`config.mk`:
```
export PLATFORM = sky130hd
export DESIGN_NAME = vbc_config_header
export DESIGN_NICKNAME = d
export VERILOG_FILES = /design/src/rtl/vbc_pkg.sv /design/src/rtl/vbc_status_flag.sv /design/src/rtl/vbc_byte_reg.sv /design/src/rtl/vbc_config_header.sv
export SDC_FILE = /design/constraint.sdc
export NUM_CORES = 1
export LEC_CHECK = 0
export BUFFER_PORTS_ARGS = -buffer_cell sky130_fd_sc_hd__buf_2
export CAP_MARGIN = 10
export CORE_AREA = 2 2 76 78
export CTS_CLUSTER_DIAMETER = 60
export DETAILED_ROUTE_END_ITERATION = 10
export DIE_AREA = 0 0 78 80
export PLACE_DENSITY = 0.8
export SLEW_MARGIN = 20
export SYNTH_ARGS = -nofsm -noshare
export SYNTH_HDL_FRONTEND = slang
export SYNTH_SLANG_ARGS = --single-unit
export TNS_END_PERCENT = 100
```
`constraint.sdc`:
```
create_clock -name clock_i -period 1.73 [get_ports clock_i]
set_input_delay 0.346 -clock clock_i [delete_from_list [all_inputs] [get_ports clock_i]]
set_output_delay 0.346 -clock clock_i [all_outputs]
set_load 0.02 [all_outputs]
```
`src/rtl/vbc_pkg.sv`:
```
// package: offsets, reset values, field positions and carriers for the bridge header
`default_nettype none
package vbc_pkg;
  localparam logic [7:0] OFS_STATUS = 8'h06;
  localparam logic [7:0] OFS_REVISION = 8'h08;
  localparam logic [7:0] OFS_SUB_CLASS = 8'h0a;
  localparam logic [7:0] OFS_BASE_CLASS = 8'h0b;
  localparam logic [7:0] OFS_LATENCY = 8'h0d;
  localparam logic [7:0] OFS_HEADER = 8'h0e;
  localparam logic [7:0] OFS_UP_BUS = 8'h18;
  localparam logic [7:0] OFS_DOWN_BUS = 8'h19;
  localparam logic [7:0] OFS_HIGH_BUS = 8'h1a;
  localparam logic [7:0] OFS_COMMAND = 8'h04;

  localparam logic [15:0] STATUS_RESET = 16'h00a0;
  localparam logic [7:0] SUB_CLASS_VAL = 8'h04;
  localparam logic [7:0] BASE_CLASS_VAL = 8'h06;
  localparam logic [7:0] HEADER_VAL = 8'h01;
  localparam logic [7:0] UP_BUS_VAL = 8'h00;
  localparam logic [7:0] BUS_RESET = 8'h00;
  localparam logic [4:0] LATENCY_RESET = 5'h00;

  localparam int STS_SYS_ERR_BIT = 14;
  localparam int STS_FAST_BUS_BIT = 5;
  localparam int STS_B2B_BIT = 7;
  localparam int CMD_SERR_EN_BIT = 8;
  localparam int LAT_LSB = 3;

  typedef struct packed {
    logic rd;
    logic wr;
    logic [7:0] addr;
    logic [3:0] be;
    logic [31:0] wdata;
  } vbc_cfg_req_s;

  typedef struct packed {
    logic ack;
    logic [31:0] rdata;
  } vbc_cfg_rsp_s;
endpackage : vbc_pkg
`default_nettype wire

```
`src/rtl/vbc_status_flag.sv`:
```
// sticky write-one-to-clear flag where a new event wins over the clear
`default_nettype none
module vbc_status_flag (
  input wire logic clock_i,
  input wire logic rst_i,
  input wire logic set_i,
  input wire logic clear_i,
  output logic flag_o
);
  logic flag_q;

  always_ff @(posedge clock_i) begin
    if (rst_i) begin
      flag_q <= 1'b0;
    end else if (set_i) begin
      flag_q <= 1'b1;
    end else if (clear_i) begin
      flag_q <= 1'b0;
    end
  end

  assign flag_o = flag_q;
endmodule : vbc_status_flag
`default_nettype wire

```
`src/rtl/vbc_byte_reg.sv`:
```
// byte-wide writable register with a write mask for reserved bits
`default_nettype none
module vbc_byte_reg #(
  parameter logic [7:0] RESET_VAL = 8'h00,
  parameter logic [7:0] WMASK = 8'hff
) (
  input wire logic clock_i,
  input wire logic rst_i,
  input wire logic we_i,
  input wire logic [7:0] wdata_i,
  output logic [7:0] value_o
);
  logic [7:0] value_q;

  always_ff @(posedge clock_i) begin
    if (rst_i) begin
      value_q <= RESET_VAL;
    end else if (we_i) begin
      value_q <= wdata_i & WMASK;
    end
  end

  assign value_o = value_q;
endmodule : vbc_byte_reg
`default_nettype wire

```
`src/rtl/vbc_config_header.sv`:
```
// configuration header registers of the virtual bridge function
`default_nettype none
// Contract
// - status bits 15 and 8 always read zero; no parity checking.
// - status bit 14 sets on a sent system-error message, cleared by writing one.
// - status bits 13, 12, 11 are constant zero.
// - status bits 10:9 read 00, fastest decode.
// - status bit 7 always reads one.
// - status bit 5 always reads one.
// - revision at 08h, read-only, equals the first function's revision.
// - sub-class at 0Ah reads 04h.
// - latency bits 7:3 are a scratchpad, reset zero, no other effect.
// - header type at 0Eh reads 01h, no storage.
// - primary bus number at 18h is fixed 00h.
// - secondary bus number at 19h writable, reset 00h, drives config mapping.
// - subordinate bus number at 1Ah writable, reset 00h.
// - status word at 06h is 16 bits, resets to 00A0h.
// - system-error messages go out only while command bit 8 is one.
module vbc_config_header (
  input wire logic clock_i,
  input wire logic rst_i,
  input wire vbc_pkg::vbc_cfg_req_s cfg_req_i,
  output vbc_pkg::vbc_cfg_rsp_s cfg_rsp_o,
  input wire logic [7:0] first_fn_revision_i,
  input wire logic system_error_msg_enable_i,
  input wire logic error_event_i,
  output logic hub_link_serr_msg_o,
  output logic [7:0] downstream_bus_number_o,
  output logic [7:0] highest_bus_number_o,
  output logic [15:0] primary_status_o
);
  // ==========================================================
  // address decode
  // accesses are dword-aligned; byte lanes pick bytes within the word
  logic [7:0] word_addr;
  logic wr_status_upper;
  logic wr_latency;
  logic wr_down_bus;
  logic wr_high_bus;

  assign word_addr = {cfg_req_i.addr[7:2], 2'b00};
  assign wr_status_upper = cfg_req_i.wr && (word_addr == {vbc_pkg::OFS_COMMAND[7:2], 2'b00})
                        && cfg_req_i.be[3];
  assign wr_latency = cfg_req_i.wr && (word_addr == {vbc_pkg::OFS_LATENCY[7:2], 2'b00})
                      && cfg_req_i.be[1];
  assign wr_down_bus = cfg_req_i.wr && (word_addr == {vbc_pkg::OFS_DOWN_BUS[7:2], 2'b00})
                       && cfg_req_i.be[1];
  assign wr_high_bus = cfg_req_i.wr && (word_addr == {vbc_pkg::OFS_HIGH_BUS[7:2], 2'b00})
                       && cfg_req_i.be[2];

  // ==========================================================
  // system-error message and sticky status flag
  logic serr_msg;
  logic sys_err_flag;

  // an error with the enable clear produces no message at all
  assign serr_msg = error_event_i && system_error_msg_enable_i;

  always_ff @(posedge clock_i) begin
    if (rst_i) begin
      hub_link_serr_msg_o <= 1'b0;
    end else begin
      hub_link_serr_msg_o <= serr_msg;
    end
  end

  vbc_status_flag u_sys_err (
    .clock_i(clock_i),
    .rst_i(rst_i),
    .set_i(serr_msg),
    .clear_i(wr_status_upper && cfg_req_i.wdata[16 + vbc_pkg::STS_SYS_ERR_BIT]),
    .flag_o(sys_err_flag)
  );

  // ==========================================================
  // writable bytes
  logic [7:0] latency_val;

  vbc_byte_reg #(
    .RESET_VAL({vbc_pkg::LATENCY_RESET, 3'b000}),
    .WMASK(8'hf8)
  ) u_latency (
    .clock_i(clock_i),
    .rst_i(rst_i),
    .we_i(wr_latency),
    .wdata_i(cfg_req_i.wdata[15:8]),
    .value_o(latency_val)
  );

  vbc_byte_reg #(
    .RESET_VAL(vbc_pkg::BUS_RESET),
    .WMASK(8'hff)
  ) u_down_bus (
    .clock_i(clock_i),
    .rst_i(rst_i),
    .we_i(wr_down_bus),
    .wdata_i(cfg_req_i.wdata[15:8]),
    .value_o(downstream_bus_number_o)
  );

  vbc_byte_reg #(
    .RESET_VAL(vbc_pkg::BUS_RESET),
    .WMASK(8'hff)
  ) u_high_bus (
    .clock_i(clock_i),
    .rst_i(rst_i),
    .we_i(wr_high_bus),
    .wdata_i(cfg_req_i.wdata[23:16]),
    .value_o(highest_bus_number_o)
  );

  // ==========================================================
  // status word assembly
  logic [15:0] status_word;

  always_comb begin
    status_word = 16'h0000;
    status_word[vbc_pkg::STS_B2B_BIT] = 1'b1;
    status_word[vbc_pkg::STS_FAST_BUS_BIT] = 1'b1;
    status_word[vbc_pkg::STS_SYS_ERR_BIT] = sys_err_flag;
  end

  assign primary_status_o = status_word;

  // ==========================================================
  // read data, registered so it answers one cycle after the request
  logic [31:0] rdata_d;

  always_comb begin
    rdata_d = 32'h0000_0000;
    case (word_addr)
      {vbc_pkg::OFS_COMMAND[7:2], 2'b00}: begin
        // command half lives outside this set; only the status half is served
        rdata_d[31:16] = status_word;
      end
      {vbc_pkg::OFS_REVISION[7:2], 2'b00}: begin
        rdata_d[7:0] = first_fn_revision_i;
        rdata_d[23:16] = vbc_pkg::SUB_CLASS_VAL;
        rdata_d[31:24] = vbc_pkg::BASE_CLASS_VAL;
      end
      {vbc_pkg::OFS_LATENCY[7:2], 2'b00}: begin
        rdata_d[15:8] = latency_val;
        rdata_d[23:16] = vbc_pkg::HEADER_VAL;
      end
      {vbc_pkg::OFS_UP_BUS[7:2], 2'b00}: begin
        rdata_d[7:0] = vbc_pkg::UP_BUS_VAL;
        rdata_d[15:8] = downstream_bus_number_o;
        rdata_d[23:16] = highest_bus_number_o;
      end
      default: begin
        rdata_d = 32'h0000_0000;
      end
    endcase
  end

  always_ff @(posedge clock_i) begin
    if (rst_i) begin
      cfg_rsp_o <= '0;
    end else begin
      cfg_rsp_o.ack <= cfg_req_i.rd || cfg_req_i.wr;
      cfg_rsp_o.rdata <= cfg_req_i.rd ? rdata_d : 32'h0000_0000;
    end
  end
endmodule : vbc_config_header
`default_nettype wire

```
Word level (Yosys, flattened, before mapping)
Index checks and enable logic that the tools add are counted.
Operators by class
  equal/unequal tests: 4
  muxes and demuxes: 5
  bitwise logic cells: 2
  reduce and logical (&&, ||, !) cells: 13
Operators with widths (number)
  $pmux W8 S4: 1
  $pmux W8 S2: 1
  $pmux W7 S2: 1
  $eq A6 B2 Y1 const B: 2
  $logic_and A1 B1 Y1: 9
  $eq A6 B1 Y1 const B: 1
  $eq A6 B3 Y1 const B: 1
  $reduce_or A3 Y1: 1
  $mux W1: 2
  $not A1 Y1: 2
  $reduce_bool A2 Y1: 1
  $reduce_or A2 Y1: 1
  $logic_or A1 B1 Y1: 1
Storage, ports and cells
  register bits: 56

Longest topological paths before layout
Gate-level depths: netlist (run 1).
  depth in word-level cells: 6
  depth in mapped cells: 4
  mapped depth without buffers: 3

Modules after synthesis
Synthesis (run 1) repeated with hierarchy kept, for this count alone.
Second synthesis, totals
  cell total of the unflattened synthesis: 220
  area, all modules: 2218.4 µm²
By module, submodules not included
  vbc_config_header: instances 1, cells an instance 144, area an instance 1402.6 µm², sequential area each 560.5 µm²
  vbc_byte_reg (u_down_bus ...): instances 2, cells an instance 26, area an instance 285.3 µm², sequential area each 160.2 µm²
  vbc_byte_reg (u_latency): instances 1, cells an instance 20, area an instance 206.4 µm², sequential area each 100.1 µm²
  vbc_status_flag: instances 1, cells an instance 4, area an instance 38.8 µm², sequential area each 20.0 µm²

Worst setup path before layout (run 1)
OpenSTA, ideal clock, no wires.
  path kind: input to register
  start point: input port cfg_req_i[41] (netlist name)
  end point: register u_down_bus.value_q[3], in the netlist u_down_bus.value_o[3]
  library setup time: 0.118 ns
  arrival: 1.402 ns
  data required time: 1.612 ns
  setup slack: 0.210 ns
  cell stages on the path: 4
  path through: or3_4 buf_6 or3_4 mux2i_1
On the way
  cells in the longest elaborated chain, start to end: 3
Ends and longest elaborated chain
  from (decl): line vbc_config_header.sv:22  | input wire vbc_pkg::vbc_cfg_req_s cfg_req_i,
  $eq A6 B3 Y1: line vbc_config_header.sv:46  | assign wr_down_bus = cfg_req_i.wr && (word_addr == {vbc_pkg::OFS_DOWN_BUS[7:2], 2'b00})
  $logic_and A1 B1 Y1: line vbc_config_header.sv:46
  $logic_and A1 B1 Y1: line vbc_config_header.sv:47  | && cfg_req_i.be[1];
  to (signal assigned): line vbc_byte_reg.sv:19  | value_q <= wdata_i & WMASK;
  to (decl): line vbc_byte_reg.sv:13  | logic [7:0] value_q;
No other way between the ends.
A chain may end at the register's enable or synchronous reset.

Worst setup path after layout (run 1)
  start point: input port cfg_req_i[41] (netlist name)
  end point: register u_latency.value_q[7], in the netlist u_latency.value_o[7]
On the way
  cells in the longest elaborated chain, start to end: 3
Ends and longest elaborated chain
  $eq A6 B2 Y1: line vbc_config_header.sv:44  | assign wr_latency = cfg_req_i.wr && (word_addr == {vbc_pkg::OFS_LATENCY[7:2], 2'b00})
  $logic_and A1 B1 Y1: line vbc_config_header.sv:44
  $logic_and A1 B1 Y1: line vbc_config_header.sv:45  | && cfg_req_i.be[1];
  to (signal assigned): line vbc_byte_reg.sv:19
  to (decl): line vbc_byte_reg.sv:13
No other way between the ends.

==> metrics.txt, run 1 <==
status finished clean; Die W 78 um; arrival time of data at the critical path endpoint 1.58 ns; max-cap viol count 0; crit-path max FO 13; number of filler cells placed in the layout 535; Setup CP Type in -> reg; RSZ-0062 raised after global routing false; first-pass GRT wire length 7189 um; Synth cell types 30; Total Negative Setup Slacks 0 ns; count of antenna diodes in the layout 0; vias per cell 4.535; Die Height 80 um; syn_area_per_cell 9.844 sq um; buffers plus inverters on the worst setup path 1; placed cell count 364; number of nets at the end of the flow 357; Antenna Nets Post-Route 0; total of hold buffers inserted after clock tree synthesis 0; worst vdd ir 0.3333 mV; leftover overflow at the end of global routing 0; area of the die 0.006240 sq mm; final critical-path setup slack 0.3425 ns; top-level I/O count 124; proportion of power drawn by combinational gates 9.0%; worst-path cell chain buf_2, or3_4, or3_1, mux2i_1; relative contribution of sequential cells to total power 53.8%; number of pins exceeding their max-slew limit in the final report 0; net switching fraction of the power 23.27%; area of the mapped netlist 0.002077 sq mm; flop2flop setup slack 0.94 ns; clock root cell clkbuf_8; iteration count of the initial detailed-routing pass 4; Achievable Freq 0.7207 GHz; Power Density 812.1 mW/mm^2; post-cts resize count 0; buffer depth of the longest clock path 2; total of endpoints with negative setup slack in the final report 0; crit-path max cell delay 0.49 ns; Crit path max-delay family simple AND/OR/NAND/NOR gates; required arrival time at the worst endpoint 1.92 ns; YS warnings 0; core area 0.005405 sq mm; global-route usage over all layers 14.71%; Critical-path top delay cell or3_4; number of cells in the finished layout apart from fillers 372; Worst Setup Start Kind input pin; LEAKAGE 1.256 nW; final cycle utilization of the critical path 80.20%; sequential area share after synthesis 48.19%; number of rows created at floorplan 27; relative area change from synthesis to final layout 27.53%; Hold Violations, Final 0; I/O Buffers 85; post-synthesis register bit count 50; pre-CTS WS 0.03002 ns; total clock buffers created by CTS 5; type of the tightest min-delay check in -> reg; global placement routability congestion 0.7997; fraction of final layout cells sized beyond drive strength 1 36.67%; wire length after detailed routing 4534 um; Critical Path End Type flip-flop; initial cell density of the core 38.43%; initial drt markers 145; total DRC errors in the routed layout 0; routed via count 1687; count of clock tree sinks 50; maximum number of pins on one net before global-route repair 18; antenna violations before repair 0; number of global-route vias before repair 1511; clk_lat worst skew 0.30 ns; maximum level of the CTS H-tree 2; Detailed Place HPWL 3425 um; clock share of power 37.2%; clock-pin transition on the worst setup and hold timing paths 0.09 ns; Post-CTS Setup Bufs 0; final core occ 49.00%; gate count after technology mapping 211; worst setup skew after layout 0.004940 ns; internal power 0.001651 W; routed wire length per instance 12.19 um; Overall Power 0.002151 W; power spent charging and discharging nets 0.0005005 W; time the worst path needs with I/O delays and setup 1.387 ns; TritonCTS clock tree built
-- worst paths after layout --
check / start / depth (start not counted) / endpoint
max: cfg_req_i[41] / 4 / u_latency.value_o[7]$_SDFFE_PP0P_
min: first_fn_revision_i[7] / 2 / cfg_rsp_o[7]$_SDFF_PP0_
max reg2reg: u_down_bus.value_o[7]$_SDFFE_PP0P_ / 2 / cfg_rsp_o[15]$_SDFF_PP0_
min reg2reg: u_sys_err.flag_o$_SDFFE_PP0P_ / 2 / cfg_rsp_o[30]$_SDFF_PP0_
-- Yosys cell counts --
cell      number  area share [%]
inv_1          2            0.36
buf_2          2            0.48
nand3b_2       1            0.54
or3_1          1            0.30
dfxtp_1       50              48
a211oi_1       5             1.8
clkinv_1       1            0.18
and3b_1        1            0.42
nor3_1         3            0.72
nor3_4         2             1.6
and2_1        15             4.5
clkbuf_1       4            0.72
nor4_4         1             1.0
nor3_2         1            0.48
buf_1          1            0.18
nand3_1        9             2.2
or3_4          2             1.1
mux2i_1       21              10
buf_4         23             8.3
o21ai_0        2            0.48
buf_6          1            0.54
conb_1         2            0.36
nor2b_1        1            0.30
nand4_1        6             1.8
nand2_1       21             3.8
a21oi_1        3            0.72
or3b_2         1            0.42
nand2b_1      24             7.2
nor2_1         4            0.72
o311ai_0       1            0.42
-- routing by layer --
layer,share of wire [%],track usage (%),vias to the layer above,routed length [um]
li1,-,-,832,-
met4,1.8,5.614,0,82
met1,43,18.46,757,1958
met2,45,23.79,87,2036
met3,10,4.412,11,456
met5,0,0,-,0
-- worst register-to-register path: stages, from the launching register on --
cell and delay [ns]:
dfxtp_1 0.38, nand3_1 0.09, a211oi_1 0.24
-- sequential cells by signal (all words and copies together), names as in the netlist --
| name | count |
|---|---|
| u_sys_err.flag_o | 1 |
| hub_link_serr_msg_o | 1 |
| u_latency.value_o | 5 |
| cfg_rsp_o | 27 |
| u_high_bus.value_o | 8 |
| u_down_bus.value_o | 8 |
-- cell type report --
type | instances | area [sq um] | share of cell area [%]
clock buffers | 5 | 68.82 | 2.598
well taps | 72 | 90.09 | 3.401
clock inverters | 3 | 40.04 | 1.512
multi-input cells | 145 | 919.6 | 34.72
flip-flops and latches | 50 | 1001 | 37.79
repair buffers | 94 | 518.0 | 19.56
inverters | 3 | 11.26 | 0.4251
-- power groups by stage --
| stage | logic (W) | registers, W | clock network [W] |
|---|---|---|---|
| 6_report | 0.000194 | 0.00116 | 0.000799 |
| 4_1_cts | 0.000192 | 0.00116 | 0.000822 |
| 3_3_place_gp | 0.000189 | 0.00119 | 0 |
| 2_1_floorplan | 0.000149 | 0.00119 | 0 |
| 5_1_grt | 0.000212 | 0.00116 | 0.000871 |
| 3_5_place_dp | 0.000191 | 0.00119 | 0 |
-- placed cells by master, fill, tap and decap left out, types with 2 or more instances in the layout --
| master | Yosys | layout |
|---|---|---|
| a211oi_1 | 5 | 5 |
| a21oi_1 | 3 | 3 |
| and2_1 | 15 | 15 |
| buf_12 | 0 | 2 |
| buf_2 | 2 | 85 |
| buf_4 | 23 | 7 |
| clkbuf_8 | 0 | 5 |
| clkinv_2 | 0 | 2 |
| conb_1 | 2 | 20 |
| dfxtp_1 | 50 | 50 |
| inv_1 | 2 | 2 |
| mux2i_1 | 21 | 21 |
| nand2_1 | 21 | 21 |
| nand2b_1 | 24 | 24 |
| nand3_1 | 9 | 9 |
| nand4_1 | 6 | 6 |
| nor2_1 | 4 | 4 |
| nor3_1 | 3 | 3 |
| nor3_4 | 2 | 2 |
| o21ai_0 | 2 | 2 |
| or3_4 | 2 | 2 |
-- cell families (layout without fill, tap and decap cells) --
family / count (synthesis) / in the layout / synth area share (%)
flip-flops: 50 / 50 / 48.19
AO/OA/AOI/OAI: 11 / 11 / 3.434
other: 2 / 20 / 0.3616
multiplexers: 21 / 21 / 10.12
AND/OR/NAND/NOR: 93 / 93 / 27.11
buffers and inverters: 34 / 105 / 10.78
-- through the flow --
step | instance area (sq um) | hold WS, ns
after detailed placement | 2540 | 0.4414
after global placement | 2540 | 0.4344
after floorplan | 2145 | 0.4263
after CTS | 2649 | 0.2356
after global routing | 2649 | 0.2269
final | 2649 | 0.2386
No activity file was read; power rests on OpenSTA's default activity.
==> inputs of run 2 (changes only) <==
--- a/config.mk
+++ b/config.mk
@@ -5,13 +5,14 @@
 export SDC_FILE = /design/constraint.sdc
 export NUM_CORES = 1
 export LEC_CHECK = 0
+export ABC_AREA = 1
 export BUFFER_PORTS_ARGS = -buffer_cell sky130_fd_sc_hd__buf_2
 export CAP_MARGIN = 10
-export CORE_AREA = 2 2 76 78
+export CORE_AREA = 2 2 77 79
 export CTS_CLUSTER_DIAMETER = 60
 export DETAILED_ROUTE_END_ITERATION = 10
-export DIE_AREA = 0 0 78 80
-export PLACE_DENSITY = 0.8
+export DIE_AREA = 0 0 79 81
+export PLACE_DENSITY = 0.82
 export SLEW_MARGIN = 20
 export SYNTH_ARGS = -nofsm -noshare
 export SYNTH_HDL_FRONTEND = slang
==> constraint.sdc (replaced) <==
create_clock -name clock_i -period 1.25 [get_ports clock_i]
set_input_delay 0.25 -clock clock_i [delete_from_list [all_inputs] [get_ports clock_i]]
set_output_delay 0.25 -clock clock_i [all_outputs]
set_load 0.02 [all_outputs]
==> metrics.txt, run 2 <==
total of hold buffers inserted after clock tree synthesis 0 (unchanged); arithmetic-cell share of the synthesized area counting full adders, half adders and majority gates 0% (unchanged); dominant register cell in the synthesized netlist dfxtp_1; mux share of post-synthesis cell area 0% (-10 points); number of global-route vias before repair 1732 (+15%); buffer depth of the longest clock path 2 (unchanged); maximum number of pins on one net before global-route repair 27 (+9); final cycle utilization of the critical path 88.09%; worst setup skew after layout 0.001270 ns (-0.003670 ns); number of nets at the end of the flow 427 (+20%); cell types occupying the most area after synthesis dfxtp_1 48%, nor2_1 11%, buf_4 8.2%; internal power 0.002148 W (+30%); post-cts resize count 0 (unchanged); end point of the critical path highest_bus_number_o[2]; area of the die 0.006399 sq mm (+2.5%); number of pins exceeding their max-slew limit in the final report 0 (unchanged); leftover overflow at the end of global routing 0 (unchanged); total DRC errors in the routed layout 0 (unchanged); global placement routability congestion 0.8184 (+2.3%); count leader, synth nor2_1; clock root cell clkbuf_8; Synth Area in Compound Gates 2.741% (-0.69 points); Worst Setup Start Kind flip-flop; most area-hungry cell type in the Yosys netlist dfxtp_1; worst-path cell chain buf_2; crit-path max cell delay 0.37 ns (-0.12 ns); first-pass GRT wire length 7486 um (+4.1%); top-level I/O count 124 (unchanged); TritonCTS clock tree built; net switching fraction of the power 24.46% (+1.2 points); clock share of power 32.9% (-4.3 points); proportion of power drawn by combinational gates 10.7% (+1.7 points); Critical Path End Type output pin; logic depth of the worst register-to-register path 2 (unchanged); sequential area share after synthesis 47.68% (-0.52 points); initial cell density of the core 36.99% (-1.4 points); Die W 79 um (+1.3%); crit-path max FO 3 (-10); Antenna Nets Post-Route 0 (unchanged); arrival time of data at the critical path endpoint 0.85 ns (-0.73 ns); global-route usage over all layers 14.85% (+0.14 points); combinational family with the most area after synthesis simple AND/OR/NAND/NOR gates; power spent charging and discharging nets 0.0006953 W (+39%); antenna violations before repair 0 (unchanged); syn_area_per_cell 7.525 sq um (-24%); count of clock tree sinks 50 (unchanged); clock-pin transition on the worst setup and hold timing paths 0.08 ns (about the same); RR Startpoint u_high_bus.value_o[2]$_SDFFE_PP0P_; max-cap viol count 0 (unchanged); Post-CTS Setup Bufs 0 (unchanged); area of the mapped netlist 0.002100 sq mm (+1.1%); Reg with most FFs cfg_rsp_o; iteration count of the initial detailed-routing pass 4 (unchanged); Achievable Freq 0.9081 GHz; routed via count 1950 (+16%); Detailed Place HPWL 3690 um (+7.7%); relative contribution of sequential cells to total power 56.5% (+2.7 points); wire length after detailed routing 4823 um (+6.4%); most common library cells after synthesis 64 x nor2_1, 50 x dfxtp_1, 41 x nand2_1, 36 x inv_1, 23 x buf_4; worst vdd ir 0.4736 mV (+42%); initial drt markers 81 (-44%); commonest cells after routing, fill and taps aside 85 x buf_2, 64 x nor2_1, 50 x dfxtp_1; Power Density 1065 mW/mm^2 (+31%); Synth cell types 20 (-33%); RSZ-0062 raised after global routing false; maximum level of the CTS H-tree 2 (unchanged); routed wire length per instance 10.84 um (-11%); share of the synthesized area in the top cell type 47.68% (-0.52 points); relative area change from synthesis to final layout 27.18%; I/O Buffers 85 (unchanged); Total Negative Setup Slacks 0 ns (unchanged); post-synthesis register bit count 50 (unchanged); buffers plus inverters on the worst setup path 1 (unchanged); vias per cell 4.382 (-3.4%); type of the tightest min-delay check in -> reg; gate count after technology mapping 279 (+32%); fraction of final layout cells sized beyond drive strength 1 30.54% (-6.1 points); number of cells on the critical path 1 (-3); endpoint of the lowest-slack register-to-register path cfg_rsp_o[18]$_SDFF_PP0_; YS warnings 0 (unchanged); count of antenna diodes in the layout 0 (unchanged); share of flip-flops with an asynchronous set or reset after synthesis 0% (unchanged); time the worst path needs with I/O delays and setup 1.101 ns; Crit path max-delay family flip-flops; number of synthesized flops with an enable pin 0 (unchanged); Setup CP Type reg -> out; total clock buffers created by CTS 5 (unchanged); flip-flop count of the largest register after layout 27 (unchanged); timing startpoint of the critical path u_high_bus.value_o[2]$_SDFFE_PP0P_; core area 0.005675 sq mm (+5.0%); flop2flop setup slack 0.56 ns (-0.38 ns); status finished clean; total of endpoints with negative setup slack in the final report 0 (unchanged); basic-gate share of the synthesized area counting and, or, nand and nor cells 32.90% (+5.8 points); Die Height 81 um (+1.3%); most common cell after layout, fill and taps aside buf_2; worst-case hold slack 0.1581 ns (-0.08049 ns); XOR/XNOR share of the synthesized area 0% (unchanged); required arrival time at the worst endpoint 1.00 ns (-0.92 ns); Hold Violations, Final 0 (unchanged); number of rows created at floorplan 28 (+3.7%); Critical-path top delay cell dfxtp_1; LEAKAGE 1.398 nW (+11%); clk_lat worst skew 0.29 ns (about the same)
[run 2: cell types whose count changed after synthesis, sizes merged, moves of 8 or more]
| cell | delta |
|---|---|
| nor2 | +68 |
| inv | +36 |
| nand2b | -24 |
| and2 | -15 |
| mux2i | -21 |
| nand3 | +8 |
| nand4 | +11 |
| nand2 | +20 |
[run 2: how the worst min path moves through the flow]
| stage | start | cells after the start | endpoint |
|---|---|---|---|
| after floorplan | rst_i | 1 | cfg_rsp_o[32]$_SDFF_PP0_ |
| after global placement | u_down_bus.value_o[0]$_SDFFE_PP0P_ | 2 | cfg_rsp_o[8]$_SDFF_PP0_ |
| after detailed placement | u_down_bus.value_o[0]$_SDFFE_PP0P_ | 2 | cfg_rsp_o[8]$_SDFF_PP0_ |
| after CTS | first_fn_revision_i[0] | 3 | cfg_rsp_o[0]$_SDFF_PP0_ |
| after global routing | first_fn_revision_i[6] | 3 | cfg_rsp_o[6]$_SDFF_PP0_ |
| final | first_fn_revision_i[0] | 3 | cfg_rsp_o[0]$_SDFF_PP0_ |
[run 2: power groups by stage]
stage	logic (W)	clock network [W]	registers, W
floorplan	0.000223	0	0.00165
global placement	0.000297	0	0.00164
detailed placement	0.000302	0	0.00164
CTS	0.000303	0.000964	0.00161
global route	0.000337	0.00101	0.00161
finish	0.000303	0.000934	0.00161
[run 2: routing by layer]
metal  vias up  track usage, %  routed length [um]  part of all wire, %
met4         0           5.172                  69                  1.4
met5         -               0                   0                    0
met2        90           27.20                2278                   47
met3         6           4.556                 509                   11
li1        996               -                   -                    -
met1       858           16.27                1966                   41
[run 2: stage by stage]
stage,util (%),instances,cell area (sq um),total power (W),setup slack [ns]
floorplan,-,297,2167,0.001873,0.2160
global placement,45.44,437,2579,0.001939,0.05361
detailed placement,45.44,437,2579,0.001946,0.01689
CTS,47.05,445,2670,0.002873,0.1306
global route,47.05,445,2670,0.002958,0.08793
finish,47.05,445,2670,0.002843,0.1488
[run 2: layout make-up]
type,instances,area (sq um)
clock inverter,1,5.005
clock buffer,7,86.33
tap,75,93.84
fill,590,3005
timing repair buffer,94,518.0
sequential,50,1001
inverter,38,142.6
multi-input combinational,180,823.3
[run 2: logic make-up (layout without fill, tap and decap cells)]
family,after synthesis,after routing
AND/OR/NAND/NOR,149,149
flip-flops,50,50
other,2,20
AO/OA/AOI/OAI,11,11
buffers and inverters,67,140
